## src/hw/quad_pkg.sv

```systemverilog
`default_nettype none
package quad_pkg;
	// ****************************************
	// Sizes, channel-local register offsets and the shared interrupt offsets
	// ****************************************
	localparam int CNT_W = 24;
	localparam int NCH = 2;
	localparam int EV_W = 2 * NCH;
	localparam int CTRL_W = 4;
	localparam int CH_SEL_BIT = 5;
	localparam logic [4:0] OFS_CTRL = 5'h00;
	localparam logic [4:0] OFS_RES = 5'h04;
	localparam logic [4:0] OFS_COUNT = 5'h08;
	localparam logic [4:0] OFS_TURNS = 5'h0C;
	localparam logic [4:0] OFS_ANGLE = 5'h10;
	localparam logic [4:0] OFS_STATUS = 5'h14;
	localparam logic [7:0] OFS_IRQ_STAT = 8'h40;
	localparam logic [7:0] OFS_IRQ_MASK = 8'h44;
	// ****************************************
	// Field positions and reset values
	// ****************************************
	localparam int CTRL_POLICY_BIT = 0;
	localparam int CTRL_DIR_BIT = 1;
	localparam int CTRL_MODE_LSB = 2;
	localparam int EV_VALID = 0;
	localparam int EV_ROLL = 1;
	localparam logic [CTRL_W-1:0] CTRL_RST = 4'h0;
	localparam logic [CNT_W-1:0] RES_RST = 24'h000400;
	localparam logic [EV_W-1:0] MASK_RST = 4'h0;
	localparam logic [CNT_W-1:0] CNT_MAX = 24'hFFFFFF;
	localparam logic [31:0] STAT_ROLLED_WORD = 32'hFFFFFFFF;
	typedef enum logic [1:0] {MODE_SINGLE, MODE_DOUBLE, MODE_QUAD} mode_e;
	typedef enum logic [1:0] {ST_WAIT_INDEX, ST_VALID, ST_ROLLED} chan_state_e;
	function automatic logic [31:0] be_merge(input logic [31:0] old_w,
		input logic [31:0] new_w, input logic [3:0] be);
		logic [31:0] r;
		r = old_w;
		for (int i = 0; i < 4; i++) begin
			if (be[i]) begin
				r[8*i +: 8] = new_w[8*i +: 8];
			end
		end
		return r;
	endfunction
endpackage
`default_nettype wire

```

## src/hw/quadrature_index_counter.sv

```systemverilog
// Design decisions made here: the Avalon-MM interface to the registers and the register addresses.
`timescale 1ns/1ps
`default_nettype none
// How it works
// - Two independent channels, each 24-bit count.
// - Status reads 0, becomes 1 at index.
// - First-only: first index clears, validates, counts.
// - First-only: later index pulses leave count alone.
// - First-only: status 1 until rollover, then -1.
// - Up from maximum wraps to zero, rollover.
// - Down from zero wraps to maximum, rollover.
// - Wrap never corrupts turns and angle outputs.
// - Continuous: every index pulse clears count again.
// - Continuous: status stays 1, no rollover reported.
// - Direction bit chooses the positive rotation sense.
// - Mode selects single, double or quadruple counting.
// - Resolution yields whole turns and angle within.
module quadrature_index_counter (
	input  wire logic                       sys_clk,
	input  wire logic                       arst_n,
	input  wire logic [7:0]                 avs_address,
	input  wire logic                       avs_read,
	input  wire logic                       avs_write,
	input  wire logic [31:0]                avs_writedata,
	input  wire logic [3:0]                 avs_byteenable,
	output logic      [31:0]                avs_readdata,
	output logic                            avs_waitrequest,
	input  wire logic [quad_pkg::NCH-1:0]   enc_a,
	input  wire logic [quad_pkg::NCH-1:0]   enc_b,
	input  wire logic [quad_pkg::NCH-1:0]   enc_index,
	output logic                            irq
);
	import quad_pkg::*;

	// ****************************************
	// Pin synchronisers
	// ****************************************
	// A pin level is accepted once stages two and three agree, so a
	// metastable first stage never reaches the edge logic.
	logic [3*NCH-1:0] s1_ff;
	logic [3*NCH-1:0] s2_ff;
	logic [3*NCH-1:0] s3_ff;
	logic [3*NCH-1:0] filt_ff;
	logic [3*NCH-1:0] nxt_filt;
	logic [3*NCH-1:0] chg;

	always_comb begin
		nxt_filt = (s2_ff & s3_ff) | (filt_ff & (s2_ff | s3_ff));
		chg = nxt_filt ^ filt_ff;
	end

	always_ff @(posedge sys_clk or negedge arst_n) begin
		if (!arst_n) begin
			s1_ff <= '0;
			s2_ff <= '0;
			s3_ff <= '0;
			filt_ff <= '0;
		end else begin
			s1_ff <= {enc_index, enc_b, enc_a};
			s2_ff <= s1_ff;
			s3_ff <= s2_ff;
			filt_ff <= nxt_filt;
		end
	end

	// ****************************************
	// Channel counters
	// ****************************************
	logic [CTRL_W-1:0] ctrl_ff [NCH];
	logic [CNT_W-1:0]  res_ff [NCH];
	chan_state_e       state_ff [NCH];
	chan_state_e       nxt_state [NCH];
	logic [CNT_W-1:0]  count_ff [NCH];
	logic [CNT_W-1:0]  nxt_count [NCH];
	logic [CNT_W-1:0]  angle_ff [NCH];
	logic [CNT_W-1:0]  nxt_angle [NCH];
	logic [CNT_W-1:0]  turns_ff [NCH];
	logic [CNT_W-1:0]  nxt_turns [NCH];
	logic [CNT_W-1:0]  cpr [NCH];
	logic [NCH-1:0]    step;
	logic [NCH-1:0]    up;
	logic [NCH-1:0]    idx_rise;
	logic [EV_W-1:0]   ev;

	always_comb begin
		logic a;
		logic b;
		logic ca;
		logic cb;
		logic cw;
		logic roll;
		logic cont;
		a = 1'b0;
		b = 1'b0;
		ca = 1'b0;
		cb = 1'b0;
		cw = 1'b0;
		roll = 1'b0;
		cont = 1'b0;
		ev = '0;
		step = '0;
		up = '0;
		idx_rise = '0;
		for (int c = 0; c < NCH; c++) begin
			a = nxt_filt[c];
			b = nxt_filt[NCH + c];
			ca = chg[c];
			cb = chg[NCH + c];
			cont = ctrl_ff[c][CTRL_POLICY_BIT];
			idx_rise[c] = chg[2*NCH + c] & nxt_filt[2*NCH + c];
			case (mode_e'(ctrl_ff[c][CTRL_MODE_LSB +: 2]))
				MODE_SINGLE: begin
					step[c] = ca & a & ~cb;
					cw = ~b;
					cpr[c] = res_ff[c];
				end
				MODE_DOUBLE: begin
					step[c] = ca & ~cb;
					cw = a ^ b;
					cpr[c] = res_ff[c] << 1;
				end
				default: begin
					// Both phases moving in one cycle is a lost step;
					// it is dropped rather than guessed.
					step[c] = ca ^ cb;
					cw = ca ? (a ^ b) : ~(a ^ b);
					cpr[c] = res_ff[c] << 2;
				end
			endcase
			up[c] = cw ^ ctrl_ff[c][CTRL_DIR_BIT];
			nxt_state[c] = state_ff[c];
			nxt_count[c] = count_ff[c];
			nxt_angle[c] = angle_ff[c];
			nxt_turns[c] = turns_ff[c];
			roll = 1'b0;
			case (state_ff[c])
				ST_WAIT_INDEX: begin
					if (idx_rise[c]) begin
						nxt_state[c] = ST_VALID;
						nxt_count[c] = '0;
						nxt_angle[c] = '0;
						nxt_turns[c] = '0;
						ev[2*c + EV_VALID] = 1'b1;
					end
				end
				default: begin
					if (idx_rise[c] && cont) begin
						nxt_count[c] = '0;
						nxt_angle[c] = '0;
						nxt_turns[c] = '0;
					end else if (step[c]) begin
						if (up[c]) begin
							nxt_count[c] = count_ff[c] + 24'h1;
							roll = (count_ff[c] == CNT_MAX);
							if (angle_ff[c] >= cpr[c] - 24'h1) begin
								nxt_angle[c] = '0;
								nxt_turns[c] = turns_ff[c] + 24'h1;
							end else begin
								nxt_angle[c] = angle_ff[c] + 24'h1;
							end
						end else begin
							nxt_count[c] = count_ff[c] - 24'h1;
							roll = (count_ff[c] == '0);
							if (angle_ff[c] == '0) begin
								nxt_angle[c] = cpr[c] - 24'h1;
								nxt_turns[c] = turns_ff[c] - 24'h1;
							end else begin
								nxt_angle[c] = angle_ff[c] - 24'h1;
							end
						end
						if (roll && !cont) begin
							nxt_state[c] = ST_ROLLED;
							ev[2*c + EV_ROLL] = (state_ff[c] == ST_VALID);
						end
					end
				end
			endcase
		end
	end

	always_ff @(posedge sys_clk or negedge arst_n) begin
		if (!arst_n) begin
			for (int c = 0; c < NCH; c++) begin
				state_ff[c] <= ST_WAIT_INDEX;
				count_ff[c] <= '0;
				angle_ff[c] <= '0;
				turns_ff[c] <= '0;
			end
		end else begin
			state_ff <= nxt_state;
			count_ff <= nxt_count;
			angle_ff <= nxt_angle;
			turns_ff <= nxt_turns;
		end
	end

	// ****************************************
	// Register slave and interrupt
	// ****************************************
	// Every access costs exactly one wait cycle; that keeps the read
	// mux off the bus path at the price of half the peak rate.
	logic              wait_ff;
	logic              nxt_wait;
	logic [31:0]       rdata_ff;
	logic [31:0]       nxt_rdata;
	logic              irq_ff;
	logic              nxt_irq;
	logic [CTRL_W-1:0] nxt_ctrl [NCH];
	logic [CNT_W-1:0]  nxt_res [NCH];
	logic [EV_W-1:0]   irq_stat_ff;
	logic [EV_W-1:0]   nxt_stat;
	logic [EV_W-1:0]   irq_mask_ff;
	logic [EV_W-1:0]   nxt_mask;

	always_comb begin
		logic        csel;
		logic        local_hit;
		logic [31:0] m;
		csel = avs_address[CH_SEL_BIT];
		local_hit = (avs_address < OFS_IRQ_STAT);
		m = '0;
		nxt_wait = !((avs_read || avs_write) && wait_ff);
		nxt_rdata = rdata_ff;
		nxt_ctrl = ctrl_ff;
		nxt_res = res_ff;
		nxt_mask = irq_mask_ff;
		nxt_stat = irq_stat_ff;
		if (avs_read && wait_ff) begin
			nxt_rdata = '0;
			if (local_hit) begin
				case (avs_address[4:0])
					OFS_CTRL:   nxt_rdata = 32'(ctrl_ff[csel]);
					OFS_RES:    nxt_rdata = 32'(res_ff[csel]);
					OFS_COUNT:  nxt_rdata = 32'(count_ff[csel]);
					OFS_TURNS:  nxt_rdata = 32'(signed'(turns_ff[csel]));
					OFS_ANGLE:  nxt_rdata = 32'(angle_ff[csel]);
					OFS_STATUS: begin
						case (state_ff[csel])
							ST_VALID:  nxt_rdata = 32'h00000001;
							ST_ROLLED: nxt_rdata = STAT_ROLLED_WORD;
							default:   nxt_rdata = 32'h00000000;
						endcase
					end
					default:    nxt_rdata = '0;
				endcase
			end else if (avs_address == OFS_IRQ_STAT) begin
				nxt_rdata = 32'(irq_stat_ff);
			end else if (avs_address == OFS_IRQ_MASK) begin
				nxt_rdata = 32'(irq_mask_ff);
			end
		end
		if (avs_write && !wait_ff) begin
			if (local_hit && avs_address[4:0] == OFS_CTRL) begin
				m = be_merge(32'(ctrl_ff[csel]), avs_writedata, avs_byteenable);
				nxt_ctrl[csel] = m[CTRL_W-1:0];
			end else if (local_hit && avs_address[4:0] == OFS_RES) begin
				m = be_merge(32'(res_ff[csel]), avs_writedata, avs_byteenable);
				nxt_res[csel] = m[CNT_W-1:0];
			end else if (avs_address == OFS_IRQ_STAT && avs_byteenable[0]) begin
				nxt_stat = irq_stat_ff & ~avs_writedata[EV_W-1:0];
			end else if (avs_address == OFS_IRQ_MASK && avs_byteenable[0]) begin
				nxt_mask = avs_writedata[EV_W-1:0];
			end
		end
		// An event in the clearing cycle survives the clear.
		nxt_stat = nxt_stat | ev;
		nxt_irq = |(nxt_stat & nxt_mask);
	end

	always_ff @(posedge sys_clk or negedge arst_n) begin
		if (!arst_n) begin
			wait_ff <= 1'b1;
			rdata_ff <= '0;
			irq_ff <= 1'b0;
			irq_stat_ff <= '0;
			irq_mask_ff <= MASK_RST;
			for (int c = 0; c < NCH; c++) begin
				ctrl_ff[c] <= CTRL_RST;
				res_ff[c] <= RES_RST;
			end
		end else begin
			wait_ff <= nxt_wait;
			rdata_ff <= nxt_rdata;
			irq_ff <= nxt_irq;
			irq_stat_ff <= nxt_stat;
			irq_mask_ff <= nxt_mask;
			ctrl_ff <= nxt_ctrl;
			res_ff <= nxt_res;
		end
	end

	assign avs_waitrequest = wait_ff;
	assign avs_readdata = rdata_ff;
	assign irq = irq_ff;

	logic ch0_live;
	logic ch0_cont;
	assign ch0_live = (state_ff[0] != ST_WAIT_INDEX);
	assign ch0_cont = ctrl_ff[0][CTRL_POLICY_BIT];
endmodule // quadrature_index_counter
`default_nettype wire

```

## config.mk

```make
export PLATFORM = sky130hd
export DESIGN_NAME = quadrature_index_counter
export DESIGN_NICKNAME = d
export VERILOG_FILES = /design/src/hw/quad_pkg.sv /design/src/hw/quadrature_index_counter.sv
export SDC_FILE = /design/constraint.sdc
export NUM_CORES = 1
export LEC_CHECK = 0
export BUFFER_PORTS_ARGS = -buffer_cell sky130_fd_sc_hd__buf_2
export CORE_MARGIN = 2
export CORE_UTILIZATION = 40
export CTS_CLUSTER_DIAMETER = 80
export DETAILED_ROUTE_END_ITERATION = 16
export GPL_TIMING_DRIVEN = 0
export PLACE_DENSITY = 0.57
export SLEW_MARGIN = 20
export SYNTH_ARGS = -nofsm -noshare
export SYNTH_HDL_FRONTEND = slang
export SYNTH_SLANG_ARGS = --single-unit
```

## constraint.sdc

```tcl
create_clock -name sys_clk -period 5.65 [get_ports sys_clk]
set_input_delay 1.13 -clock sys_clk [delete_from_list [all_inputs] [get_ports sys_clk]]
set_output_delay 1.13 -clock sys_clk [all_outputs]
set_load 0.005 [all_outputs]
```

== After elaboration in Yosys (flattened, before gate mapping) ==
Index checks and enable logic that the tools add are counted.

* Add/sub/neg operators: 14
* $mul: 0
* Div/mod/pow operators: 0
* $lt $le $gt $ge: 5
* Eq/ne operators: 21
* Shift operators: 0
* Mux-type cells: 125
* Bitwise operators: 31
* Reductions and logical operators: 43

{| class="wikitable"
|+ Operators with widths
! cell !! number
|-
| 2-to-1 mux 24 bit || 47
|-
| case mux 32 bit (6 select lines) || 1
|-
| subtractor 24 x 1 -> 24 bit, second input constant || 8
|-
| adder 24 x 1 -> 24 bit, second input constant || 6
|-
| logical NOT 24 bit || 4
|-
| 2-to-1 mux 8 bit || 12
|-
| case mux 24 bit (2 select lines) || 2
|-
| 2-to-1 mux 4 bit || 18
|-
| case mux 32 bit (2 select lines) || 1
|-
| bitwise mux 48 bit || 1
|-
| == test 24 bit, second input constant || 2
|-
| greater-or-equal comparator 24 bit || 2
|-
| 2-to-1 mux 32 bit || 1
|-
| 2-to-1 mux 2 bit || 13
|-
| demux 24 bit (select 1 bit) || 1
|-
| 2-to-1 mux 1 bit || 22
|-
| == test 8 x 7 -> 1 bit, second input constant || 2
|-
| AND reduction 4 bit || 4
|-
| bitwise AND 6 bit || 2
|-
| logical AND 1 bit || 12
|-
| OR 6 bit || 2
|-
| == test 2 x 1 -> 1 bit, second input constant || 5
|-
| == test 5 x 4 -> 1 bit, second input constant || 2
|-
| == test 5 bit, second input constant || 2
|-
| other kinds (29) || 67
|}

* Bits in registers: 270
* Bits in latches: 0
* Bits in writable memories: 0
* Bits in read-only memories: 0
* Bits of input ports: 54
* Memories: 0

== Longest topological paths before layout ==
Gate-level depths: netlist of the first run.

* Depth in word-level cells: 20
* Mapped depth: 26
* Mapped depth without buffers: 19

== Least setup slack after synthesis of the first run ==
OpenSTA, ideal clock, no wires.

* Kind: reg2reg
* Start: register ctrl_ff[6] (netlist bit)
* End: register angle_ff[41] (netlist bit)
* Library setup time: 66 ps
* Arrival time: 5304 ps
* Required time: 5584 ps
* Path slack: 280 ps
* Stages on the path, launching flop included: 26
* Buffers on the path: 6
* Cells stage by stage: dfrtp_1 -> buf_2 -> buf_2 -> buf_2 -> buf_1 -> clkbuf_1 -> mux2_2 -> nand2_1 -> ha_1 -> o2111ai_1 -> or4_4 -> nor2b_1 -> and2_1 -> xnor2_1 -> inv_1 -> ha_1 -> a21o_1 -> a21o_1 -> a21oi_1 -> a21oi_1 -> o22ai_1 -> nand4_1 -> clkbuf_1 -> nor4_1 -> a21oi_1 -> nand2_1

* Cells in the longest elaborated chain, start to end: 9
* Elaborated cells between the ends (all ways): 16
* Those cells by class: 1 x add/sub; 1 x order compare; 1 x eq/ne; 9 x mux; 1 x bitwise; 3 x reduce/logical

{| class="wikitable"
|+ RTL lines
! element !! line !! text
|-
| start: declaration || quadrature_index_counter.sv:69 || <nowiki>logic [CTRL_W-1:0] ctrl_ff [NCH];</nowiki>
|-
| start signal: assignment || quadrature_index_counter.sv:287 || <nowiki>ctrl_ff <= nxt_ctrl;</nowiki>
|-
| == test 2 x 1 -> 1 bit or logical NOT 2 bit (tied branches) || quadrature_index_counter.sv:111 || <nowiki>case (mode_e'(ctrl_ff[c][CTRL_MODE_LSB +: 2]))</nowiki>
|-
| case mux 24 bit (2 select lines) || quadrature_index_counter.sv:111 ||
|-
| subtractor 24 x 1 -> 24 bit || quadrature_index_counter.sv:155, quadrature_index_counter.sv:165 ||
|-
| greater-or-equal comparator 24 bit || quadrature_index_counter.sv:155 || <nowiki>if (angle_ff[c] >= cpr[c] - 24'h1) begin</nowiki>
|-
| 2-to-1 mux 24 bit || quadrature_index_counter.sv:155 ||
|-
| 2-to-1 mux 24 bit || quadrature_index_counter.sv:152 || <nowiki>if (up[c]) begin</nowiki>
|-
| 2-to-1 mux 24 bit || quadrature_index_counter.sv:151 || <nowiki>end else if (step[c]) begin</nowiki>
|-
| 2-to-1 mux 24 bit || quadrature_index_counter.sv:147 || <nowiki>if (idx_rise[c] && cont) begin</nowiki>
|-
| 2-to-1 mux 24 bit || quadrature_index_counter.sv:136 || <nowiki>case (state_ff[c])</nowiki>
|-
| end signal: assignment || quadrature_index_counter.sv:192 || <nowiki>angle_ff <= nxt_angle;</nowiki>
|-
| end: declaration || quadrature_index_counter.sv:75 || <nowiki>logic [CNT_W-1:0] angle_ff [NCH];</nowiki>
|}

Parallel ways exist; a longest one is shown, timed or not. The select of a mux whose other input is x is not followed.
A chain may end at the register's enable or synchronous reset.

== Worst setup path in the final report of the first run ==
* Start: register ctrl_ff[7] (netlist bit)
* End: register angle_ff[34] (netlist bit)

Same word-level chain as after synthesis.

==> results.json, run 1 <==
{
  "status": "complete, no violations",
  "num-fill-cells": 5261,
  "critPathBufInv": 5,
  "design.core.area_mm2": 0.0538,
  "syn_avg_cell_area_um2": 8.99,
  "powerDensity_mw_per_mm2": 488,
  "wirelength_um": 77700,
  "synth_async_sr_flop_share_pct": 100,
  "synth_edf_count": 0,
  "dieArea_mm2": 0.0564,
  "firstDrtPassIters": 8,
  "gp_congestion": 0.943,
  "fin_hold_ws_ns": 0.347,
  "grt_pass1_wl_um": 118000,
  "max_freq_mhz": 183,
  "skew_ns": 0.0151,
  "cp_max_fo": 19,
  "synth_seq_cells": 263,
  "cp_data_required_time_ns": 6.14,
  "dp_hpwl_um": 60300,
  "worstPathArrival_ns": 5.96,
  "drc": 0,
  "viasPerCell": 6.16,
  "grt_use_total_pct": 27.3,
  "die_w_um": 237,
  "critical-path-max-stage-delay_ns": 0.62,
  "min_path_cells": 0,
  "synth_area_mm2": 0.0218,
  "crit_slowest_cell": "or4_4",
  "start_util_pct": 40.5,
  "whs_endpoint": "s2_ff[0]$_DFF_PN0_",
  "ys_seq_area_share_pct": 30.2,
  "grt_pass1_vias": 19500,
  "grt_overflow_total": 0,
  "synth_cell_type_count": 99,
  "ff2ff_path_depth": 22,
  "io_buffer_count": 77,
  "final-max-slew-violation-count": 0,
  "tightest_slew_ns": 1.18,
  "antenna_found_initial": 6,
  "hold_path_class": "flop to flop",
  "slew-limit-headroom_pct": 20.2,
  "h-tree-depth": 2,
  "die_h_um": 237,
  "syn_to_final_growth_pct": 12.8,
  "rows": 85,
  "r2r_setup_slack_ns": 0.19,
  "first_iter_violations": 1813,
  "synth_cells": 2425,
  "io_pins": 88,
  "cts-root-buf": "clkbuf_16",
  "cp_top_family": "simple AND/OR/NAND/NOR gates",
  "synthesis.nets": 2628,
  "clock_latency_ns": 0.56,
  "ir_drop_uv": 189,
  "cts_buffers": 37,
  "crit_type": "flop to flop",
  "worstHoldStart": "s1_ff[0]$_DFF_PN0_",
  "grt_max_degree": 72,
  "ant_nets": 0,
  "vias": 20100,
  "min_period_ns": 5.46,
  "final_cells": 3269,
  "setup_violations": 0,
  "critPathLaunchType": "flop",
  "finalHoldViolCount": 0,
  "end_kind": "flop",
  "clock-sinks": 263,
  "dp.cells": 3204,
  "drive_above_1_share_pct": 14.3,
  "cts_tree": "done",
  "final_nets": 2749,
  "max_cap_violations": 0,
  "crit_chain": "clkbuf_4 > buf_6 > clkbuf_4 > clkbuf_8 > nor2_1 > nand2_1 > ha_2 > o2111ai_2 > or4_4 > nor2b_4 > nand3_1 > xnor2_1 > ha_1 > a21o_1 > a21oi_1 > nand4bb_1 > o22ai_4 > nand4_1 > buf_4 > nor4_1 > a21oi_1 > a21bo_2",
  "clock_path_buffers": 3,
  "leakage_nw": 10.8,
  "synth_flop_cell": "dfrtp_1",
  "rr_startpoint": "ctrl_ff[7]$_DFFE_PN0P_",
  "wire_per_inst_um": 23.8,
  "cts.clk_slew.worst_paths_ns": 0.06,
  "period_share_pct": 96.7,
  "synth_warnings": 0,
  "r2r_end": "angle_ff[34]$_DFFE_PN0P_"
}
[power breakdown]
part           switching [mW]  total, mW  internal [mW]
sequential              0.806       3.17           2.37
clock                   0.955       2.35           1.40
combinational            3.74       6.46           2.72
total                    5.50       12.0           6.48
[cell usage in the layout, fill, tap and decap left out, types with 26 or more instances in the layout]
master / count
o21ai_0: 150
and3_1: 28
a21o_1: 59
nand2_1: 211
nand4_1: 41
inv_1: 50
ha_1: 144
nor2_1: 161
mux4_2: 27
xnor2_1: 89
nor3_1: 54
nand3_1: 63
mux2i_1: 87
nor4_1: 26
nand2b_1: 39
a211oi_1: 36
o31ai_1: 33
buf_2: 88
clkbuf_16: 37
clkbuf_1: 96
a22o_1: 67
xor2_1: 53
dfrtp_1: 259
mux2_2: 90
a21oi_1: 153
[synth_stat cells (10+ instances only)]
| cell type | number | area (um^2) |
|---|---|---|
| ha_1 | 145 | 1810 |
| a22o_1 | 67 | 587 |
| a32o_1 | 13 | 130 |
| clkbuf_1 | 102 | 383 |
| o31ai_2 | 14 | 175 |
| nand3_1 | 63 | 315 |
| o211ai_1 | 19 | 143 |
| inv_1 | 51 | 191 |
| a221oi_1 | 10 | 87.6 |
| a21oi_1 | 153 | 766 |
| a31oi_1 | 16 | 100 |
| or3_1 | 25 | 156 |
| dfrtp_1 | 260 | 6510 |
| mux2_2 | 90 | 1010 |
| o21a_1 | 14 | 105 |
| mux4_2 | 27 | 608 |
| nor4_1 | 26 | 163 |
| o21ai_0 | 150 | 751 |
| buf_1 | 16 | 60.1 |
| nand2_1 | 211 | 792 |
| and3_1 | 28 | 175 |
| xor2_1 | 53 | 464 |
| nand4_1 | 41 | 257 |
| mux2i_1 | 87 | 871 |
| nor2_1 | 164 | 616 |
| o21bai_1 | 14 | 105 |
| xnor2_1 | 93 | 815 |
| nor2b_1 | 20 | 125 |
| a21o_1 | 59 | 443 |
| nand2b_1 | 39 | 244 |
| o22ai_1 | 21 | 131 |
| buf_2 | 16 | 80.1 |
| a211oi_1 | 36 | 270 |
| nor3_1 | 55 | 275 |
| and2_1 | 13 | 81.3 |
| o31ai_1 | 33 | 248 |
[worst max path at each step]
stage	from	to	slack (ns)	cells past startpoint
CTS	ctrl_ff[7]$_DFFE_PN0P_	angle_ff[34]$_DFFE_PN0P_	0.01	25
detailed placement	ctrl_ff[7]$_DFFE_PN0P_	angle_ff[39]$_DFFE_PN0P_	-1.63	21
finish	ctrl_ff[7]$_DFFE_PN0P_	angle_ff[34]$_DFFE_PN0P_	0.19	22
global placement	arst_n	count_ff[9]$_DFFE_PN0P_	-1.81	1
floorplan	ctrl_ff[6]$_DFFE_PN0P_	angle_ff[41]$_DFFE_PN0P_	0.28	25
global route	ctrl_ff[7]$_DFFE_PN0P_	angle_ff[34]$_DFFE_PN0P_	-0.06	20
[final cells by class]
type / count / area (um^2) / share of cell area (%)
Inverter: 51 / 191 / 0.779
Timing Repair Buffer: 88 / 571 / 2.32
Buffer: 140 / 666 / 2.71
Tap cell: 696 / 871 / 3.54
Antenna cell: 2 / 5.00 / 0.0204
Clock buffer: 51 / 1050 / 4.26
Sequential cell: 263 / 6590 / 26.8
Multi-Input combinational cell: 1965 / 14500 / 59.0
Clock inverter: 13 / 145 / 0.590
[timing repair]
action | 4_1_cts | 5_1_grt
endpoints found under the setup margin | 96 | 103
hold buffers | 0 | 0
setup buffers | 2 | 3
resized for setup | 29 | 27
pin swaps | 1 | 4
gates cloned | 0 | 0
[cells by family (layout without fill, tap and decap cells)]
family	count (synthesis)	after routing	synth area share, %
DFF	263	263	30.2
other	0	2	0
xor gates and xnor gates	146	146	5.87
adders and majority gates	155	155	8.97
buffers and inverters	197	343	3.73
and+or+nand+nor	745	745	17.2
AOI/OAI and AO/OA	713	713	22.5
muxes	206	206	11.6
[per-stage QoR]
step | instance area, um^2 | setup slack [ns] | total power [mW] | util (%) | setup TNS (ns)
after floorplan | 21800 | 0.280 | 7.63 | - | 0
after global placement | 23100 | -1.81 | 9.28 | 42.8 | -567.01
after detailed placement | 23200 | -1.63 | 9.44 | 43.1 | -94.40
after CTS | 24500 | 0.0117 | 11.9 | 45.5 | 0
after global routing | 24600 | -0.0606 | 12.8 | 45.7 | -0.719
final | 24600 | 0.187 | 12.0 | 45.7 | 0
[layer usage]
metal | up-vias | GRT usage [%] | wire, um
met5 | - | 1.39 | 143
met4 | 10 | 10.7 | 3200
met3 | 177 | 5.53 | 5360
met2 | 749 | 43.9 | 35400
met1 | 9836 | 35.9 | 33600
li1 | 9375 | - | -
[registers in the layout, summed over array words and instances, names as in the netlist, 4 cells and up]
signal and count:
ctrl_ff 7, turns_ff 48, s3_ff 6, res_ff 48, count_ff 48, s1_ff 6
s2_ff 6, angle_ff 48, irq_mask_ff 4, filt_ff 6, irq_stat_ff 4, avs_readdata 25
state_ff 4
Note: power is estimated with default switching activity, not from simulation.
==> inputs of run 2 (changes only) <==
Settings changed: CORE_UTILIZATION 40 to 58, PLACE_DENSITY 0.57 to 0.78.
==> run 2 against run 1 <==
  * Wire length decreased by 6.3%
  * Non-clock buffer count decreased by 4
  * Critical path depth decreased by 4
  * Highest routed layer is now met4
  * Core utilization increased by 19 points
  * Maximum frequency decreased by 0.74%
  * Via count increased by 2.5%
  * Hold slack improved by 0.0011 ns
  * Largest power group unchanged
  * Cell count decreased by 6.8%
  * Total power decreased by 0.93%
  * Setup slack got worse by 0.041 ns
  * Critical path type unchanged
  * Cell area decreased by 1.5%
  * Clock skew increased by 0.0019 ns
==> results.json, run 2 (synthesis results as in run 1) <==
{
  "status": "complete, no violations",
  "cp_max_fo": 10,
  "cts.clk_slew.worst_paths_ns": 0.06,
  "skew_ns": 0.0170,
  "final-max-slew-violation-count": 0,
  "antenna_found_initial": 8,
  "dp_hpwl_um": 55500,
  "placed_area_mm2": 0.0229,
  "slew-limit-headroom_pct": 7.31,
  "end_kind": "flop",
  "setup_violations": 0,
  "firstDrtPassIters": 8,
  "vias": 20700,
  "final_cell_mix": "dfrtp_1, nand2_1, nor2_1",
  "layout_commonest_cell": "dfrtp_1",
  "cts_tree": "done",
  "tightest_slew_ns": 1.37,
  "grt_pass1_vias": 19700,
  "max_cap_violations": 0,
  "r2r_setup_slack_ns": 0.15,
  "cts_buffers": 35,
  "worstPathArrival_ns": 5.91,
  "r2r_end": "turns_ff[10]$_DFFE_PN0P_",
  "syn_to_final_growth_pct": 11.2,
  "die_h_um": 198,
  "ff2ff_path_depth": 18,
  "rr_startpoint": "ctrl_ff[3]$_DFFE_PN0P_",
  "clock-sinks": 263,
  "rows": 71,
  "hold_path_class": "flop to flop",
  "first_iter_violations": 2088,
  "start_util_pct": 58.4,
  "crit_path_end": "turns_ff[10]$_DFFE_PN0P_",
  "hold_buffers": 0,
  "grt_use_total_pct": 37.2,
  "grt_pass1_wl_um": 112000,
  "h-tree-depth": 2,
  "drc": 0,
  "crit_type": "flop to flop",
  "final_nets": 2743,
  "powerDensity_mw_per_mm2": 490,
  "ir_drop_uv": 376,
  "io_buffer_count": 77,
  "gp_congestion": 1.01,
  "clock_path_buffers": 3,
  "io_pins": 88,
  "max_freq_mhz": 182,
  "min_period_ns": 5.50,
  "critPathLaunchType": "flop",
  "period_share_pct": 97.4,
  "design.core.area_mm2": 0.0373,
  "final_util_pct": 64.9,
  "grt_overflow_total": 0,
  "die_w_um": 198,
  "clock_latency_ns": 0.56,
  "dieArea_mm2": 0.0391,
  "leakage_nw": 10.8,
  "viasPerCell": 6.78,
  "grt_max_degree": 96,
  "wirelength_um": 72900,
  "postLayoutCellArea_mm2": 0.0242,
  "fin_hold_ws_ns": 0.348,
  "drive_above_1_share_pct": 14.1,
  "ant_nets": 0,
  "cp-startpoint": "ctrl_ff[3]$_DFFE_PN0P_",
  "cp_data_required_time_ns": 6.06,
  "wire_per_inst_um": 23.9,
  "finalPower_mw": 11.9,
  "cts-root-buf": "clkbuf_16",
  "finalHoldViolCount": 0
}
==> run 2: cell count changes in the layout (fill, tap and decap cells not counted), sizes merged <==
cell,delta
inv,-3
clkinv,+3
diode,+4
clkinvlp,+2
clkbuf,-6
bufinv,-1
==> run 2: critical path: stages (launching register included) <==
cell and delay (ns):
dfrtp_1 0.51, buf_2 0.30, buf_2 0.32, mux2i_1 0.30, nor2b_1 0.37, nand4_1 0.29, or3_1 0.45, xnor2_1 0.44
ha_1 0.23, nand4_1 0.11, or3_1 0.41, nor3_1 0.26, nand3_1 0.19, a31oi_4 0.32, o21bai_2 0.18, buf_2 0.25
buf_2 0.23, nand2_1 0.11, o31ai_2 0.07
==> run 2: routing by layer <==
metal | GRT usage [%] | part of all wire (%) | up-vias | wire (um)
met1 | 48.3 | 40 | 9961 | 29400
met5 | 0 | 0 | - | 0
met2 | 59.2 | 45 | 1099 | 32600
met4 | 17.2 | 5.1 | 0 | 3690
li1 | - | - | 9373 | -
met3 | 8.43 | 9.9 | 222 | 7250
==> run 2: per-stage QoR <==
stage,setup slack [ns],instances,setup TNS [ns]
final,0.147,3046,0
after global routing,-0.0298,3042,-0.0298
after CTS,0.00211,3044,0
after detailed placement,-1.47,2981,-81.23
after global placement,-1.48,2976,-463.82
after floorplan,0.280,2425,0
==> run 2: worst min path at each step <==
stage | start | to | slack, ns | depth (start not counted)
after floorplan | s1_ff[0]$_DFF_PN0_ | s2_ff[0]$_DFF_PN0_ | 0.33 | 0
after global placement | s1_ff[0]$_DFF_PN0_ | s2_ff[0]$_DFF_PN0_ | 0.34 | 0
after detailed placement | s1_ff[5]$_DFF_PN0_ | s2_ff[5]$_DFF_PN0_ | 0.34 | 0
after CTS | s1_ff[5]$_DFF_PN0_ | s2_ff[5]$_DFF_PN0_ | 0.35 | 0
after global routing | s1_ff[5]$_DFF_PN0_ | s2_ff[5]$_DFF_PN0_ | 0.36 | 0
final | s1_ff[5]$_DFF_PN0_ | s2_ff[5]$_DFF_PN0_ | 0.35 | 0
==> run 2: what timing repair did <==
item,in CTS,in global routing
setup endpoints to repair,96,95
gates resized for setup,21,30
pin swaps,1,2
setup buffers,3,1
hold endpoints to repair,0,0
==> run 2: report_power, final <==
part	internal (mW)	total, mW	switching (mW)	leakage, nW
Combinational	2.71	6.46	3.75	6.79
Sequential	2.37	3.13	0.763	3.43
Clock	1.34	2.28	0.942	0.564
Total	6.42	11.9	5.46	10.8
==> run 2: layout make-up <==
type	count	area (um^2)
Multi-Input combinational cell	1965	14500
Fill cell	3062	13100
Sequential cell	263	6590
Clock buffer	49	1040
Buffer	138	643
Tap cell	474	593
Timing Repair Buffer	86	556
Inverter	51	191
Clock inverter	14	120
Antenna cell	6	15.0
